[src/common/ofl_defines.svh]
// constants for the output frequency limiter
// Function
// RULE_01: command above upper limit outputs upper limit; the code clamps to the high speed limit instead whenever that is above 120 Hz
// RULE_02: high speed ceiling allows 120 to 400 Hz
// RULE_03: writing high speed limit copies into upper
// RULE_04: below lower limit output holds lower limit
// RULE_05: jog at or below lower limit wins
// RULE_06: stall reduction may go below lower limit
// RULE_07: bare start accelerates to lower limit
// RULE_08: three jump bands, 9999 disables each band
// RULE_09: ramping passes through jump bands normally
// RULE_10: settings writable only when group select zero
// RULE_11: analog gain must rise above 60 Hz; the limiter has no analog input or gain stage
// RULE_12: steady setpoint in band holds band edge
`ifndef OFL_DEFINES_SVH
`define OFL_DEFINES_SVH
// frequencies in units of 0.01 Hz
`define OFL_FREQ_W 16
`define OFL_F_120HZ 16'h2ee0
`define OFL_F_400HZ 16'h9c40
`define OFL_F_0HZ 16'h0000
`define OFL_JUMP_OFF 16'h270f
`define OFL_UPPER_RST 16'h2ee0
`define OFL_LOWER_RST 16'h0000
`define OFL_HS_RST 16'h2ee0
`define OFL_SEL_W 4
`define OFL_ID_UPPER 4'h0
`define OFL_ID_LOWER 4'h1
`define OFL_ID_HS 4'h2
`define OFL_ID_JOG 4'h3
`define OFL_ID_START 4'h4
`define OFL_ID_J1A 4'h5
`define OFL_ID_J3B 4'ha
`define OFL_JOG_RST 16'h01f4
`define OFL_START_RST 16'h0032
`define OFL_RAMP_STEP 16'h0001
`endif

[src/common/ofl_pkg.sv]
// types for the output frequency limiter
`default_nettype none
package ofl_pkg;
  typedef logic [15:0] ofl_freq_t;
  typedef struct packed {
    logic [3:0] id;
    logic [15:0] value;
  } ofl_wr_t;
  typedef struct packed {
    logic start;
    logic jog;
    logic stall;
    logic cmd_valid;
  } ofl_ctl_t;
  typedef enum logic [1:0] {
    OFL_IDLE = 2'b00,
    OFL_RAMP = 2'b01,
    OFL_STEADY = 2'b10
  } ofl_state_t;
endpackage
`default_nettype wire

[src/rtl/ofl_limiter.sv]
// output frequency limiter: clamps, jump bands, jog and stall priority
`default_nettype none
`include "ofl_defines.svh"
module ofl_limiter import ofl_pkg::*; #(
  parameter int NBANDS = 3
) (
  input wire logic clock_i,
  input wire logic arst_n_i,
  input wire logic ce_i,
  input wire logic [3:0] user_group_read_select_i,
  input wire ofl_wr_t wr_i,
  input wire logic wr_valid_i,
  input wire ofl_ctl_t ctl_i,
  input wire logic [15:0] cmd_freq_i,
  input wire logic [15:0] stall_freq_i,
  output logic wr_refused_o,
  output logic [15:0] out_freq_o,
  output logic ramping_o,
  output logic [15:0] upper_freq_limit_o
);
  initial begin
    if (NBANDS != 3) $error("ofl_limiter: three jump bands only");
  end

  ////////////////////////////////////////////////////////////////////////////
  // parameter store
  logic accept_wr;
  logic [11*16-1:0] words;
  ofl_freq_t upper_freq_limit, lower_freq_limit, high_speed_upper_limit;
  ofl_freq_t jog_setpoint, starting_freq_setting;

  // writes only when the group selector is zero and the value is in range
  function automatic logic in_range(input logic [3:0] id, input logic [15:0] v);
    if (id == `OFL_ID_UPPER || id == `OFL_ID_LOWER) in_range = (v <= `OFL_F_120HZ);
    else if (id == `OFL_ID_HS)
      in_range = (v >= `OFL_F_120HZ) && (v <= `OFL_F_400HZ); // RULE_02
    else if (id >= `OFL_ID_J1A && id <= `OFL_ID_J3B)
      in_range = (v <= `OFL_F_400HZ) || (v == `OFL_JUMP_OFF); // RULE_08
    else in_range = (id <= `OFL_ID_J3B) && (v <= `OFL_F_400HZ);
  endfunction

  assign accept_wr = wr_valid_i && (user_group_read_select_i == 4'h0) // RULE_10
                     && in_range(wr_i.id, wr_i.value);
  assign wr_refused_o = wr_valid_i && !accept_wr;

  ofl_param_mem #(.DEPTH(11)) u_mem (
    .clock_i(clock_i),
    .arst_n_i(arst_n_i),
    .ce_i(ce_i),
    .we_i(accept_wr),
    .waddr_i(wr_i.id),
    .wdata_i(wr_i.value),
    .words_o(words)
  );

  assign upper_freq_limit = words[0*16 +: 16];
  assign lower_freq_limit = words[1*16 +: 16];
  assign high_speed_upper_limit = words[2*16 +: 16];
  assign jog_setpoint = words[3*16 +: 16];
  assign starting_freq_setting = words[4*16 +: 16];
  assign upper_freq_limit_o = upper_freq_limit;

  ////////////////////////////////////////////////////////////////////////////
  // target computation
  ofl_freq_t ceiling, target, clamped, jumped;

  // a jump band is live only when both edges are set
  function automatic logic band_on(input logic [15:0] a, input logic [15:0] b);
    band_on = (a != `OFL_JUMP_OFF) && (b != `OFL_JUMP_OFF);
  endfunction

  // the high speed ceiling governs once it is above 120 Hz
  always_comb begin
    ceiling = (high_speed_upper_limit > `OFL_F_120HZ) ? high_speed_upper_limit // RULE_02
              : upper_freq_limit;
  end

  // clamp then jump; jog at or under the lower limit escapes the floor
  always_comb begin
    logic [15:0] lo, hi, a, b;
    lo = '0;
    hi = '0;
    a = '0;
    b = '0;
    if (ctl_i.jog) begin
      target = jog_setpoint;
    end else if (ctl_i.cmd_valid) begin
      target = cmd_freq_i;
    end else begin
      target = `OFL_F_0HZ; // bare start: floor lifts it to the lower limit
    end
    clamped = target;
    if (clamped > ceiling) clamped = ceiling; // RULE_01
    if (clamped < lower_freq_limit && !(ctl_i.jog && jog_setpoint <= lower_freq_limit))
      clamped = lower_freq_limit; // RULE_04 RULE_05 RULE_07
    jumped = clamped;
    for (int k = 0; k < NBANDS; k++) begin
      a = words[(5 + 2*k)*16 +: 16];
      b = words[(6 + 2*k)*16 +: 16];
      lo = (a < b) ? a : b;
      hi = (a < b) ? b : a;
      // hold at the lower edge so the motor never settles inside
      if (band_on(a, b) && jumped > lo && jumped < hi) jumped = lo; // RULE_12
    end
  end

  ////////////////////////////////////////////////////////////////////////////
  // ramp toward the steady setpoint
  ofl_state_t state, next_state;
  ofl_freq_t next_out;
  logic run;
  assign run = ctl_i.start || ctl_i.jog;

  // ramp walks through bands unaffected; only the endpoint is jumped
  always_comb begin
    next_state = state;
    next_out = out_freq_o;
    case (state)
      OFL_IDLE: begin
        next_out = `OFL_F_0HZ;
        if (run) begin
          next_state = OFL_RAMP;
          next_out = (starting_freq_setting < jumped) ? starting_freq_setting : jumped;
        end
      end
      OFL_RAMP, OFL_STEADY: begin
        if (!run) begin
          if (out_freq_o <= `OFL_RAMP_STEP) begin
            next_out = `OFL_F_0HZ;
            next_state = OFL_IDLE;
          end else begin
            next_out = out_freq_o - `OFL_RAMP_STEP;
            next_state = OFL_RAMP;
          end
        end else if (out_freq_o < jumped) begin
          next_out = out_freq_o + `OFL_RAMP_STEP; // RULE_07 RULE_09
          next_state = OFL_RAMP;
        end else if (out_freq_o > jumped) begin
          next_out = out_freq_o - `OFL_RAMP_STEP; // RULE_09
          next_state = OFL_RAMP;
        end else begin
          next_state = OFL_STEADY;
        end
        // stall reduction overrides; floor not applied here
        if (run && ctl_i.stall && stall_freq_i < next_out) begin
          next_out = stall_freq_i; // RULE_06
          next_state = OFL_RAMP;
        end
      end
      default: begin
        next_state = OFL_IDLE;
        next_out = `OFL_F_0HZ;
      end
    endcase
  end

  always_ff @(posedge clock_i or negedge arst_n_i) begin
    if (!arst_n_i) begin
      state <= OFL_IDLE;
      out_freq_o <= `OFL_F_0HZ;
    end else if (ce_i) begin
      state <= next_state;
      out_freq_o <= next_out;
    end
  end
  assign ramping_o = (state == OFL_RAMP);

  ////////////////////////////////////////////////////////////////////////////
  // checks
  steady_ceiling_a: assert property (@(posedge clock_i) disable iff (!arst_n_i) // RULE_01
    (state == OFL_STEADY && !ctl_i.stall) |-> out_freq_o <= ceiling)
    else $error("steady output above ceiling");
  steady_floor_a: assert property (@(posedge clock_i) disable iff (!arst_n_i) // RULE_04
    (state == OFL_STEADY && !ctl_i.jog && !ctl_i.stall) |-> out_freq_o >= lower_freq_limit)
    else $error("steady output below lower limit");
  hs_copy_a: assert property (@(posedge clock_i) disable iff (!arst_n_i) // RULE_03
    (ce_i && accept_wr && wr_i.id == `OFL_ID_HS) |-> ##2 (upper_freq_limit == $past(wr_i.value, 2)))
    else $error("high speed write not copied");
  lock_write_a: assert property (@(posedge clock_i) disable iff (!arst_n_i) // RULE_10
    (wr_valid_i && user_group_read_select_i != 4'h0) |-> wr_refused_o)
    else $error("write taken while group select nonzero");
  ramp_step_a: assert property (@(posedge clock_i) disable iff (!arst_n_i) // RULE_09
    (ce_i && state == OFL_RAMP && run && !ctl_i.stall && out_freq_o < jumped)
    |=> out_freq_o == $past(out_freq_o) + `OFL_RAMP_STEP)
    else $error("ramp skipped frequencies");
  stall_pass_a: assert property (@(posedge clock_i) disable iff (!arst_n_i) // RULE_06
    (ce_i && state != OFL_IDLE && run && ctl_i.stall && stall_freq_i < next_out)
    |=> out_freq_o == $past(stall_freq_i))
    else $error("stall reduction blocked");
  jog_wins_a: assert property (@(posedge clock_i) disable iff (!arst_n_i) // RULE_05
    (ctl_i.jog && jog_setpoint <= lower_freq_limit && jog_setpoint <= ceiling) |-> clamped == jog_setpoint)
    else $error("jog setpoint not given priority");
  bare_start_a: assert property (@(posedge clock_i) disable iff (!arst_n_i) // RULE_07
    (ctl_i.start && !ctl_i.cmd_valid && !ctl_i.jog) |-> clamped == lower_freq_limit)
    else $error("bare start not aimed at lower limit");
  hs_range_a: assert property (@(posedge clock_i) disable iff (!arst_n_i) // RULE_02
    (wr_valid_i && wr_i.id == `OFL_ID_HS && wr_i.value > `OFL_F_400HZ) |-> wr_refused_o)
    else $error("high speed limit out of range taken");
  band_edge_a: assert property (@(posedge clock_i) disable iff (!arst_n_i) // RULE_12
    (band_on(words[5*16 +: 16], words[6*16 +: 16]) && words[5*16 +: 16] < words[6*16 +: 16])
    |-> !(jumped > words[5*16 +: 16] && jumped < words[6*16 +: 16]))
    else $error("setpoint inside band one");
  reach_steady_c: cover property (@(posedge clock_i) state == OFL_RAMP ##1 state == OFL_STEADY);
  stall_c: cover property (@(posedge clock_i) ctl_i.stall && state == OFL_RAMP);
  refused_c: cover property (@(posedge clock_i) wr_refused_o);
  jog_c: cover property (@(posedge clock_i) ctl_i.jog && state == OFL_STEADY);
endmodule
`default_nettype wire

[src/rtl/ofl_param_mem.sv]
// small parameter store holding the setting words
`default_nettype none
`include "ofl_defines.svh"
module ofl_param_mem import ofl_pkg::*; #(
  parameter int DEPTH = 11
) (
  input wire logic clock_i,
  input wire logic arst_n_i,
  input wire logic ce_i,
  input wire logic we_i,
  input wire logic [3:0] waddr_i,
  input wire logic [15:0] wdata_i,
  output logic [DEPTH*16-1:0] words_o
);
  initial begin
    if (DEPTH != 11) $error("ofl_param_mem: depth must be 11");
  end
  logic [15:0] mem [DEPTH];
  logic [15:0] next_mem [DEPTH];
  // reset defaults per word; jump words start disabled
  function automatic logic [15:0] rst_val(input int i);
    case (i)
      0: rst_val = `OFL_UPPER_RST;
      1: rst_val = `OFL_LOWER_RST;
      2: rst_val = `OFL_HS_RST;
      3: rst_val = `OFL_JOG_RST;
      4: rst_val = `OFL_START_RST;
      default: rst_val = `OFL_JUMP_OFF; // RULE_08
    endcase
  endfunction
  // write port; a high speed write also lands in the upper limit word
  always_comb begin
    for (int i = 0; i < DEPTH; i++) next_mem[i] = mem[i];
    if (we_i && (int'(waddr_i) < DEPTH)) begin
      next_mem[waddr_i] = wdata_i;
      if (waddr_i == `OFL_ID_HS) next_mem[`OFL_ID_UPPER] = wdata_i; // RULE_03
    end
  end
  always_ff @(posedge clock_i or negedge arst_n_i) begin
    if (!arst_n_i) begin
      for (int i = 0; i < DEPTH; i++) mem[i] <= rst_val(i);
    end else if (ce_i) begin
      for (int i = 0; i < DEPTH; i++) mem[i] <= next_mem[i];
    end
  end
  // registered read bus
  always_ff @(posedge clock_i or negedge arst_n_i) begin
    if (!arst_n_i) begin
      words_o <= '0;
    end else if (ce_i) begin
      for (int i = 0; i < DEPTH; i++) words_o[i*16 +: 16] <= mem[i];
    end
  end
endmodule
`default_nettype wire

[config.mk]
export PLATFORM = sky130hd
export DESIGN_NAME = ofl_limiter
export DESIGN_NICKNAME = d
export VERILOG_FILES = /design/src/common/ofl_pkg.sv /design/src/rtl/ofl_limiter.sv /design/src/rtl/ofl_param_mem.sv
export VERILOG_INCLUDE_DIRS = /design/src /design/src/common
export SDC_FILE = /design/constraint.sdc
export NUM_CORES = 1
export LEC_CHECK = 0
export CAP_MARGIN = 20
export CORE_MARGIN = 2
export CORE_UTILIZATION = 53
export DETAILED_ROUTE_END_ITERATION = 10
export DONT_BUFFER_PORTS = 1
export GPL_ROUTABILITY_DRIVEN = 0
export PLACE_DENSITY = 0.68
export SETUP_SLACK_MARGIN = 0.5
export SLEW_MARGIN = 15
export SYNTH_ARGS = -nofsm -noshare
export SYNTH_HDL_FRONTEND = slang
export SYNTH_SLANG_ARGS = --single-unit
[constraint.sdc]
create_clock -name clock_i -period 54.9 [get_ports clock_i]
set_input_delay 10.98 -clock clock_i [delete_from_list [all_inputs] [get_ports clock_i]]
set_output_delay 10.98 -clock clock_i [all_outputs]
set_load 0.02 [all_outputs]
==> summary.md, run 1 <==
For the worst setup path, the data required time is 55350 ps. On the final layout, the worst hold slack is 475 ps. After routing, the total negative slack on setup checks comes to 0 ps.

The logs give 3 for the maximum number of buffers from clock root to sink and 24000 um^2 for the post-synthesis cell area. Clock-pin slew was measured on the worst setup and hold paths at 60 ps. Counting flops with an async set or reset pin after synthesis yields a share of 100%. The height of the chip works out to 217 um. Post-CTS repair changed the size of 0 cells. The initial antenna violation count was 0; the iteration-0 DRC count of the detailed router was 1632.

The launch point of the worst hold path is u_mem.mem[47]. The number of global-route vias before repair is 18.5k, and the number of detailed-route iterations in the first pass is 6. The arrival time of the worst setup path was 31300 ps. The cell family contributing the most delay on the critical path is compound AO/OA/AOI/OAI gates. The run finished with clean final reports.

Dividing the detail-routed via count by the number of cells gives 6.37. Counting tap cells, the placed design contains a total of 2843 instances. The first-pass GRT wire length came out at 106 mm.

For this run, the leading register cell type out of synthesis is sky130_fd_sc_hd__dfrtp_1. Summed over all cells, the static leakage comes to 11.8 nW. The worst setup path is of the primary input to flip-flop kind.

STA classifies the critical path startpoint as a primary input. TritonCTS built the clock tree. Max-cap violations in this run came to 0. Synthesis produced 2368 cells.

Summed over all nets, the half-perimeter wirelength after detailed placement is 48.6 mm. Entering global routing, the biggest net connects 371 pins. Path category of the worst min-delay check: flip-flop to flip-flop. The post-synthesis cell type count is 101, and the number of buffers inserted to repair setup after CTS is 0.

After synthesis, the cell types taking the most area are sky130_fd_sc_hd__dfrtp_1, sky130_fd_sc_hd__mux2_2, sky130_fd_sc_hd__ha_1, sky130_fd_sc_hd__dfstp_2, sky130_fd_sc_hd__mux2i_1. The number of register bits inferred by synthesis was 370. IR analysis of the VDD net gives a maximum drop of 0.0448 mV. The final critical delay including setup and external delays came out at 30860 ps. The H-tree was split into 2 levels. After floorplanning, the core was sized to cover 45100 um^2. After detailed routing, the number of remaining DRC violations is 0. The post-synthesis average cell area was 10.2 um^2.

The share of the yosys chip area belonging to registers is 38.9%, and the count of warnings emitted by yosys is 0. The most critical setup path has its startpoint at ctl_i[0]. Dividing the final minimum period by the clock period gives 56.2%. The most area-hungry cell type in the Yosys netlist is sky130_fd_sc_hd__dfrtp_1. Pin placement for this block handled 98 I/O pins. The tools report the final design utilization as 56.9%. By instance count, the cell type seen most on the critical path is sky130_fd_sc_hd__ha_1. The aggregate global routing overflow was 0.

The fraction of layout cells with a size suffix above 1 came out at 19.5%. Cell at the root of the clock tree: sky130_fd_sc_hd__clkbuf_16. For this design, the CTS-stage hold fixing added 0 buffers. Between clock sinks in the finished design, the worst skew comes to 12.7 ps.

The number of clock sinks was 370. The die covers 47100 um^2. Power spread over the standard cell area amounts to 51.1 nW/um^2.

Clock latency of the later-clocked register in the worst-skew pair: 570 ps. The nature of the critical path endpoint was a flip-flop. Startpoint of the lowest-slack register-to-register path: u_mem.words_o[32].

The die is 217 um wide. The setup-violating endpoint count in the final report is 0, and the filler-free cell count of the finished design is 2919. After detailed routing, the total wire length is 68.0 mm. The count of buffering cells on the critical path with inverters included is 5.

Setup repair after global routing left no endpoint under its margin. At the pin with the least slew margin, the transition time is 1110 ps. The fraction of post-synthesis cell area in the top cell type by area works out to 31.1%.

The run gives 0 as the number of nets with antenna violations after detailed routing. Based on the critical path, the design can be clocked at up to 0.0324 GHz. Buffers placed on the I/O ports in this run total 0. The run gives 41 as the number of CTS-inserted buffers. Dividing the detail-routed wire length by the instance count gives 23.3 um. Across every metal layer, demand over resource in global routing totals 28.7%. Counting every net in the synthesized netlist gives 2665. The tools report the number of slew-limit violations in the final report as 0.

The logs give 78 for the number of rows created at floorplan and 18.6k for the via count of the routed design. The largest driver fanout on the critical path was 31; the total number of nets in the final design was 2583. Headroom to the max-slew limit: 25.9%.

The tools report the total count of hold-check failures in the final report as 0. Area overhead of the layout relative to synthesis: 6.65%. In this design, the stage delay of the slowest critical-path cell is 840 ps. Number of enable flip-flop cells after synthesis: 0. Among all stages on the critical path, the largest delay is contributed by sky130_fd_sc_hd__nor2b_1. Once the floorplan was initialized, standard cells occupied 53.3% of the core.
state kept, by name (all words and copies together) (netlist names):
| signal | cells |
|---|---|
| u_mem.mem | 176 |
| out_freq_o | 16 |
| u_mem.words_o | 176 |
| state | 2 |
cells by family after synthesis:
kind of cell / synth area share [%]
fa+ha+maj: 12.2
simple gates: 11.6
flops: 38.9
xor+xnor: 0.292
buf+inv: 4.50
compound gates: 15.4
mux: 17.1
per-stage QoR:
| step | power, W | cell area (um^2) | setup slack, ps |
|---|---|---|---|
| after CTS | 0.00129 | 25600 | 24470 |
| after detailed placement | 0.00101 | 24300 | 23980 |
| after global placement | 0.000987 | 24300 | 24450 |
| after floorplan | 0.000855 | 24000 | 27570 |
| after global routing | 0.00139 | 25600 | 22550 |
| final | 0.00131 | 25600 | 24040 |
final cells by class:
class                   instances  area (um^2)
repair buffers                  8         63.8
inverters                     130          488
multi-input cells            1735        13600
clock inverters                14          168
flip-flops and latches        370         9350
well taps                     600          751
clock buffers                  60         1180
diodes                          2         5.00
fillers                      3849        19500
worst reg2reg max path: cells and delay by family (launching register included):
family	cells	cell delay [ps]
AO/OA/AOI/OAI	32	11490
adder cells (fa/ha/maj)	7	2220
flip-flops	1	400
AND/OR/NAND/NOR	20	4610
buffers and inverters	5	690
multiplexers	6	1930
cell usage in the layout, fill, tap and decap left out, drive strengths merged, types with 10 or more instances in the layout:
cell type | netlist | routed
nor2b | 24 | 24
dfstp | 71 | 71
and3 | 15 | 15
o21ai | 163 | 163
a211oi | 16 | 16
o21a | 14 | 14
mux2i | 112 | 112
ha | 233 | 233
a21o | 43 | 43
nor2 | 133 | 133
dfrtp | 299 | 299
o22a | 17 | 17
nor4 | 17 | 17
nand2 | 185 | 185
nor3 | 36 | 36
a21oi | 133 | 133
nand3 | 35 | 35
o211ai | 21 | 21
a22o | 15 | 15
nand4 | 43 | 43
a2111oi | 11 | 11
clkbuf | 99 | 60
nand2b | 12 | 12
or3 | 12 | 12
o31ai | 10 | 10
mux2 | 265 | 265
inv | 129 | 129
where the power goes:
group / internal [W] / switching [W] / total (W)
sequential: 0.000281 / 0.0000236 / 0.000305
clock: 0.000163 / 0.000115 / 0.000278
combinational: 0.000279 / 0.000449 / 0.000728
total: 0.000724 / 0.000587 / 0.00131
per-layer routing:
| metal | global-route usage (%) | share of wire [%] | wire length (um) |
|---|---|---|---|
| met1 | 39.8 | 44 | 30200 |
| met2 | 44.2 | 44 | 30000 |
| met3 | 6.07 | 7.6 | 5180 |
| met4 | 11.2 | 3.8 | 2570 |
| met5 | 0 | 0 | 0 |
path summary, 6_finish.rpt:
kind	end	slack (ps)	depth (start not counted)
setup / recovery	out_freq_o[13]	24040	68
hold / removal	u_mem.words_o[143]	480	2
setup reg to reg	out_freq_o[13]	33460	70
hold reg to reg	u_mem.words_o[143]	480	2
max in group asynchronous	u_mem.words_o[60]	43930	0
min in group asynchronous	u_mem.words_o[10]	10120	0
cells in the mapped netlist, drive strengths merged (5+ instances only):
cell / number
a2111oi: 11
a211o: 9
a211oi: 16
a21o: 43
a21oi: 133
a221o: 7
a22o: 15
a2bb2oi: 8
a31oi: 7
and2: 9
and3: 15
and4: 9
buf: 34
clkbuf: 99
dfrtp: 299
dfstp: 71
ha: 233
inv: 129
mux2: 265
mux2i: 112
nand2: 185
nand2b: 12
nand3: 35
nand4: 43
nor2: 133
nor2b: 24
nor3: 36
nor4: 17
nor4bb: 6
o211ai: 21
o21a: 14
o21ai: 163
o21bai: 6
o221a: 6
o221ai: 9
o22a: 17
o2bb2ai: 6
o31ai: 10
or2: 9
or3: 12
or4: 5
xor2: 5
No activity file was read; power rests on OpenSTA's default activity.
==> run 2: changes to the inputs <==
Settings changed: PLACE_DENSITY 0.68 to 0.71.
Clock period 54.9 ns to 25.9 ns, I/O delays scaled along.
==> run 2 against run 1 <==
Final cell count down 0.14%. Via count increased by 0.68%. Largest power group unchanged. Non-clock buffer count down 2. Highest routed layer unchanged.
==> summary.md, run 2 (synthesized netlist as in run 1, its figures left out) <==
Die span in x: 217 um (unchanged). Leading cell types in the layout, fill and taps excluded: sky130_fd_sc_hd__dfrtp_1, sky130_fd_sc_hd__mux2_2, sky130_fd_sc_hd__ha_1, sky130_fd_sc_hd__nand2_1, sky130_fd_sc_hd__o21ai_0 (unchanged). The nature of the critical path endpoint is a flip-flop (unchanged). Cell with the largest stage delay on the worst path: sky130_fd_sc_hd__a2111oi_1 (was sky130_fd_sc_hd__nor2b_1). The logs give 3 (unchanged) for the maximum number of buffers from clock root to sink and 47100 um^2 (unchanged) for the area of the die.

The reg-to-reg endpoint was out_freq_o[8] (was out_freq_o[13]). The count of hold buffers inserted by post-cts repair is 0 (unchanged), and the clock-pin slew on the worst setup and hold paths is 60 ps (about the same). Startpoint of the lowest-slack register-to-register path: u_mem.words_o[32] (unchanged).

The number of remaining DRC errors was 0 (unchanged); the transition time at the pin with the least slew margin was 1010 ps (was 1110 ps). The longest individual stage delay on the worst path came out at 860 ps (was 840 ps). Initial standard-cell utilization of the core: 53.3% (unchanged). The setup slack at placement is 1040 ps (was 23980 ps), and the number of CTS-inserted buffers is 40 (was 41).

The sort of element at the start of the critical path is a primary input (unchanged). The wire length per cell after detailed routing was 23.1 um (was 23.3 um); the total number of nets in the final design was 2580 (was 2583). The aggregate global routing overflow is 0 (unchanged), and the post-route cell area is 25600 um^2 (about the same). The worst setup margin was 1670 ps (was 24040 ps); the total count of hold-check failures in the final report was 0 (unchanged). The count of cells along the worst register-to-register path is 69 (was 70), and the final critical delay including setup and external delays is 24230 ps.

The number of global-route vias before repair was 18.4k (was 18.5k); the power density over cell area was 108 nW/um^2 (was 51.1 nW/um^2). The mean number of vias per cell was 6.43 (was 6.37); the sequential cell area was 9350 um^2 (unchanged). The cell with the most instances on the worst path was sky130_fd_sc_hd__ha_1 (unchanged).

The setup-violating endpoint count in the final report was 0 (unchanged). The final design utilization is 56.8% (was 56.9%), and the multi-input logic area is 13600 um^2 (about the same). The logs give 2 (unchanged) for the number of H-tree branching levels and 0 (was 2) for the total inserted antenna cells. The number of clock sinks was 370 (unchanged). The end point of the most critical hold path is u_mem.words_o[79] (was u_mem.words_o[143]). The largest driver fanout on the critical path was 31 (unchanged); the final critical-path share of the clock period was 93.6%. Registers with the highest flip-flop counts: u_mem.mem x176, u_mem.words_o x176, out_freq_o x16 (unchanged). The via count of the routed design came out at 18.7k (was 18.6k).

The launch point of the worst hold path is u_mem.mem[111] (was u_mem.mem[47]). The filler-free cell count of the finished design was 2915 (was 2919); the initial antenna violation count was 1 (was 0). The required time at the worst-slack endpoint was 26360 ps (was 55350 ps). The maximum number of pins on one net before global-route repair was 371 (unchanged). For the headroom to the max-slew limit, the log shows 32.5% (was 25.9%).

For the fill cell total of the finished layout, the log shows 3941 (was 3849). The max capacitance violation total was 0 (unchanged). Derived from the worst setup path, the maximum achievable clock frequency is 0.0413 GHz. Setup repair after global routing left no endpoint under its margin. The leakage dissipation is 11.8 nW (about the same).

The total routing resource utilization after global routing is 28.5% (was 28.7%), and the core footprint is 45100 um^2 (unchanged). The worst clock skew came out at 17.3 ps (was 12.7 ps). The number of I/O port buffers is 0 (unchanged). Peak supply drop: 0.124 mV (was 0.0448 mV). The height of the chip was 217 um (unchanged); the first-pass GRT wire length was 105 mm (was 106 mm). The run gives 580 ps (was 570 ps) as the clock latency of the later-clocked register in the worst-skew pair. For the placed instance area, the log shows 24300 um^2 (about the same). The area overhead of the layout relative to synthesis was 6.63% (was 6.65%). The logs give 78 (unchanged) for the number of rows created at floorplan and 98 (unchanged) for the top-level I/O count.

Arrival time of the worst setup path: 24690 ps (was 31300 ps). Number of slew-limit violations in the final report: 0 (unchanged). The post-detailed-placement half-perimeter wirelength was 48.3 mm (was 48.6 mm); the number of stages on the worst hold path was 2 (unchanged). The run gives 67.2 mm (was 68.0 mm) as the total detailed-routing wirelength.

The fraction of layout cells with a size suffix above 1 is 19.6% (was 19.5%). Total placed cells including tap cells: 2840 (was 2843). The run gives 4930 ps (was 33460 ps) as the worst reg-to-reg setup slack. The flow ran to the end, and the final reports show no timing, DRC or antenna violations. The number of buffers inserted to repair setup after CTS is 0 (unchanged). The leading cell type in the layout, fill and taps excluded was sky130_fd_sc_hd__dfrtp_1 (unchanged). The final setup TNS is 0 ps (unchanged), and the number of nets with antenna violations after detailed routing is 0 (unchanged). Type of the setup path with the least slack: primary input to flip-flop (unchanged).

TritonCTS built the clock tree. The tools report the cell at the root of the clock tree as sky130_fd_sc_hd__clkbuf_16 (unchanged). The path category of the worst min-delay check is flip-flop to flip-flop (unchanged). The iteration-0 DRC count of the detailed router came out at 1810 (was 1632). The number of detailed-route iterations in the first pass is 5 (was 6).
## run 2: cell types whose count changed in the layout (fill, tap and decap cells not counted), moves of 2 or more
cell and change:
sky130_fd_sc_hd__bufinv_16 -2, sky130_fd_sc_hd__clkinvlp_4 +2, sky130_fd_sc_hd__clkbuf_16 -2, sky130_fd_sc_hd__clkinv_2 -3
sky130_fd_sc_hd__diode_2 -2, sky130_fd_sc_hd__clkbuf_8 +6, sky130_fd_sc_hd__buf_4 -2, sky130_fd_sc_hd__clkbuf_1 -2
## run 2: repair_timing
action                                 CTS  global route
setup endpoints to repair                0            18
gates resized for setup                  0             2
endpoints found under the hold margin    0             0
## run 2: where the power goes
part | switching, W | leakage (nW) | total, W | internal, W
combinational | 0.000939 | 6.28 | 0.00153 | 0.000594
clock | 0.000245 | 0.639 | 0.000578 | 0.000333
sequential | 0.0000488 | 4.89 | 0.000644 | 0.000596
## run 2: worst max path at each step
stage / from / slack (ps) / to
6_report: ctl_i[0] / 1670 / out_freq_o[8]
5_1_grt: ctl_i[0] / 560 / out_freq_o[13]
3_3_place_gp: ctl_i[0] / 1250 / out_freq_o[13]
3_5_place_dp: ctl_i[0] / 1040 / out_freq_o[8]
4_1_cts: ctl_i[0] / 1640 / out_freq_o[8]
2_1_floorplan: ctl_i[2] / 4370 / out_freq_o[14]
## run 2: cell type report
cell class / instances / area share, %
tap: 600 / 2.93
multi-input combinational: 1735 / 53.2
inverter: 130 / 1.90
clock inverter: 12 / 0.498
clock buffer: 62 / 4.70
sequential: 370 / 36.5
timing repair buffer: 6 / 0.254
## run 2: metal layers
metal | routed length (um) | share of wire, % | global-route usage, %
met3 | 4990 | 7.4 | 5.91
met5 | 0 | 0 | 0
met2 | 30400 | 45 | 45.1
met4 | 2720 | 4.1 | 10.5
met1 | 29200 | 43 | 38.8
## run 2: through the flow
step,hold WS (ps),power (W)
6_report,471,0.00276
3_5_place_dp,468,0.00213
2_1_floorplan,444,0.00181
3_3_place_gp,457,0.00208
4_1_cts,481,0.00271
5_1_grt,494,0.00293
## run 2: critical path, delay by kind of cell
| kind | cells | cell delay [ps] |
|---|---|---|
| simple gates | 17 | 4250 |
| buf+inv | 3 | 320 |
| compound gates | 35 | 11280 |
| fa+ha+maj | 7 | 2030 |
| mux | 4 | 1610 |
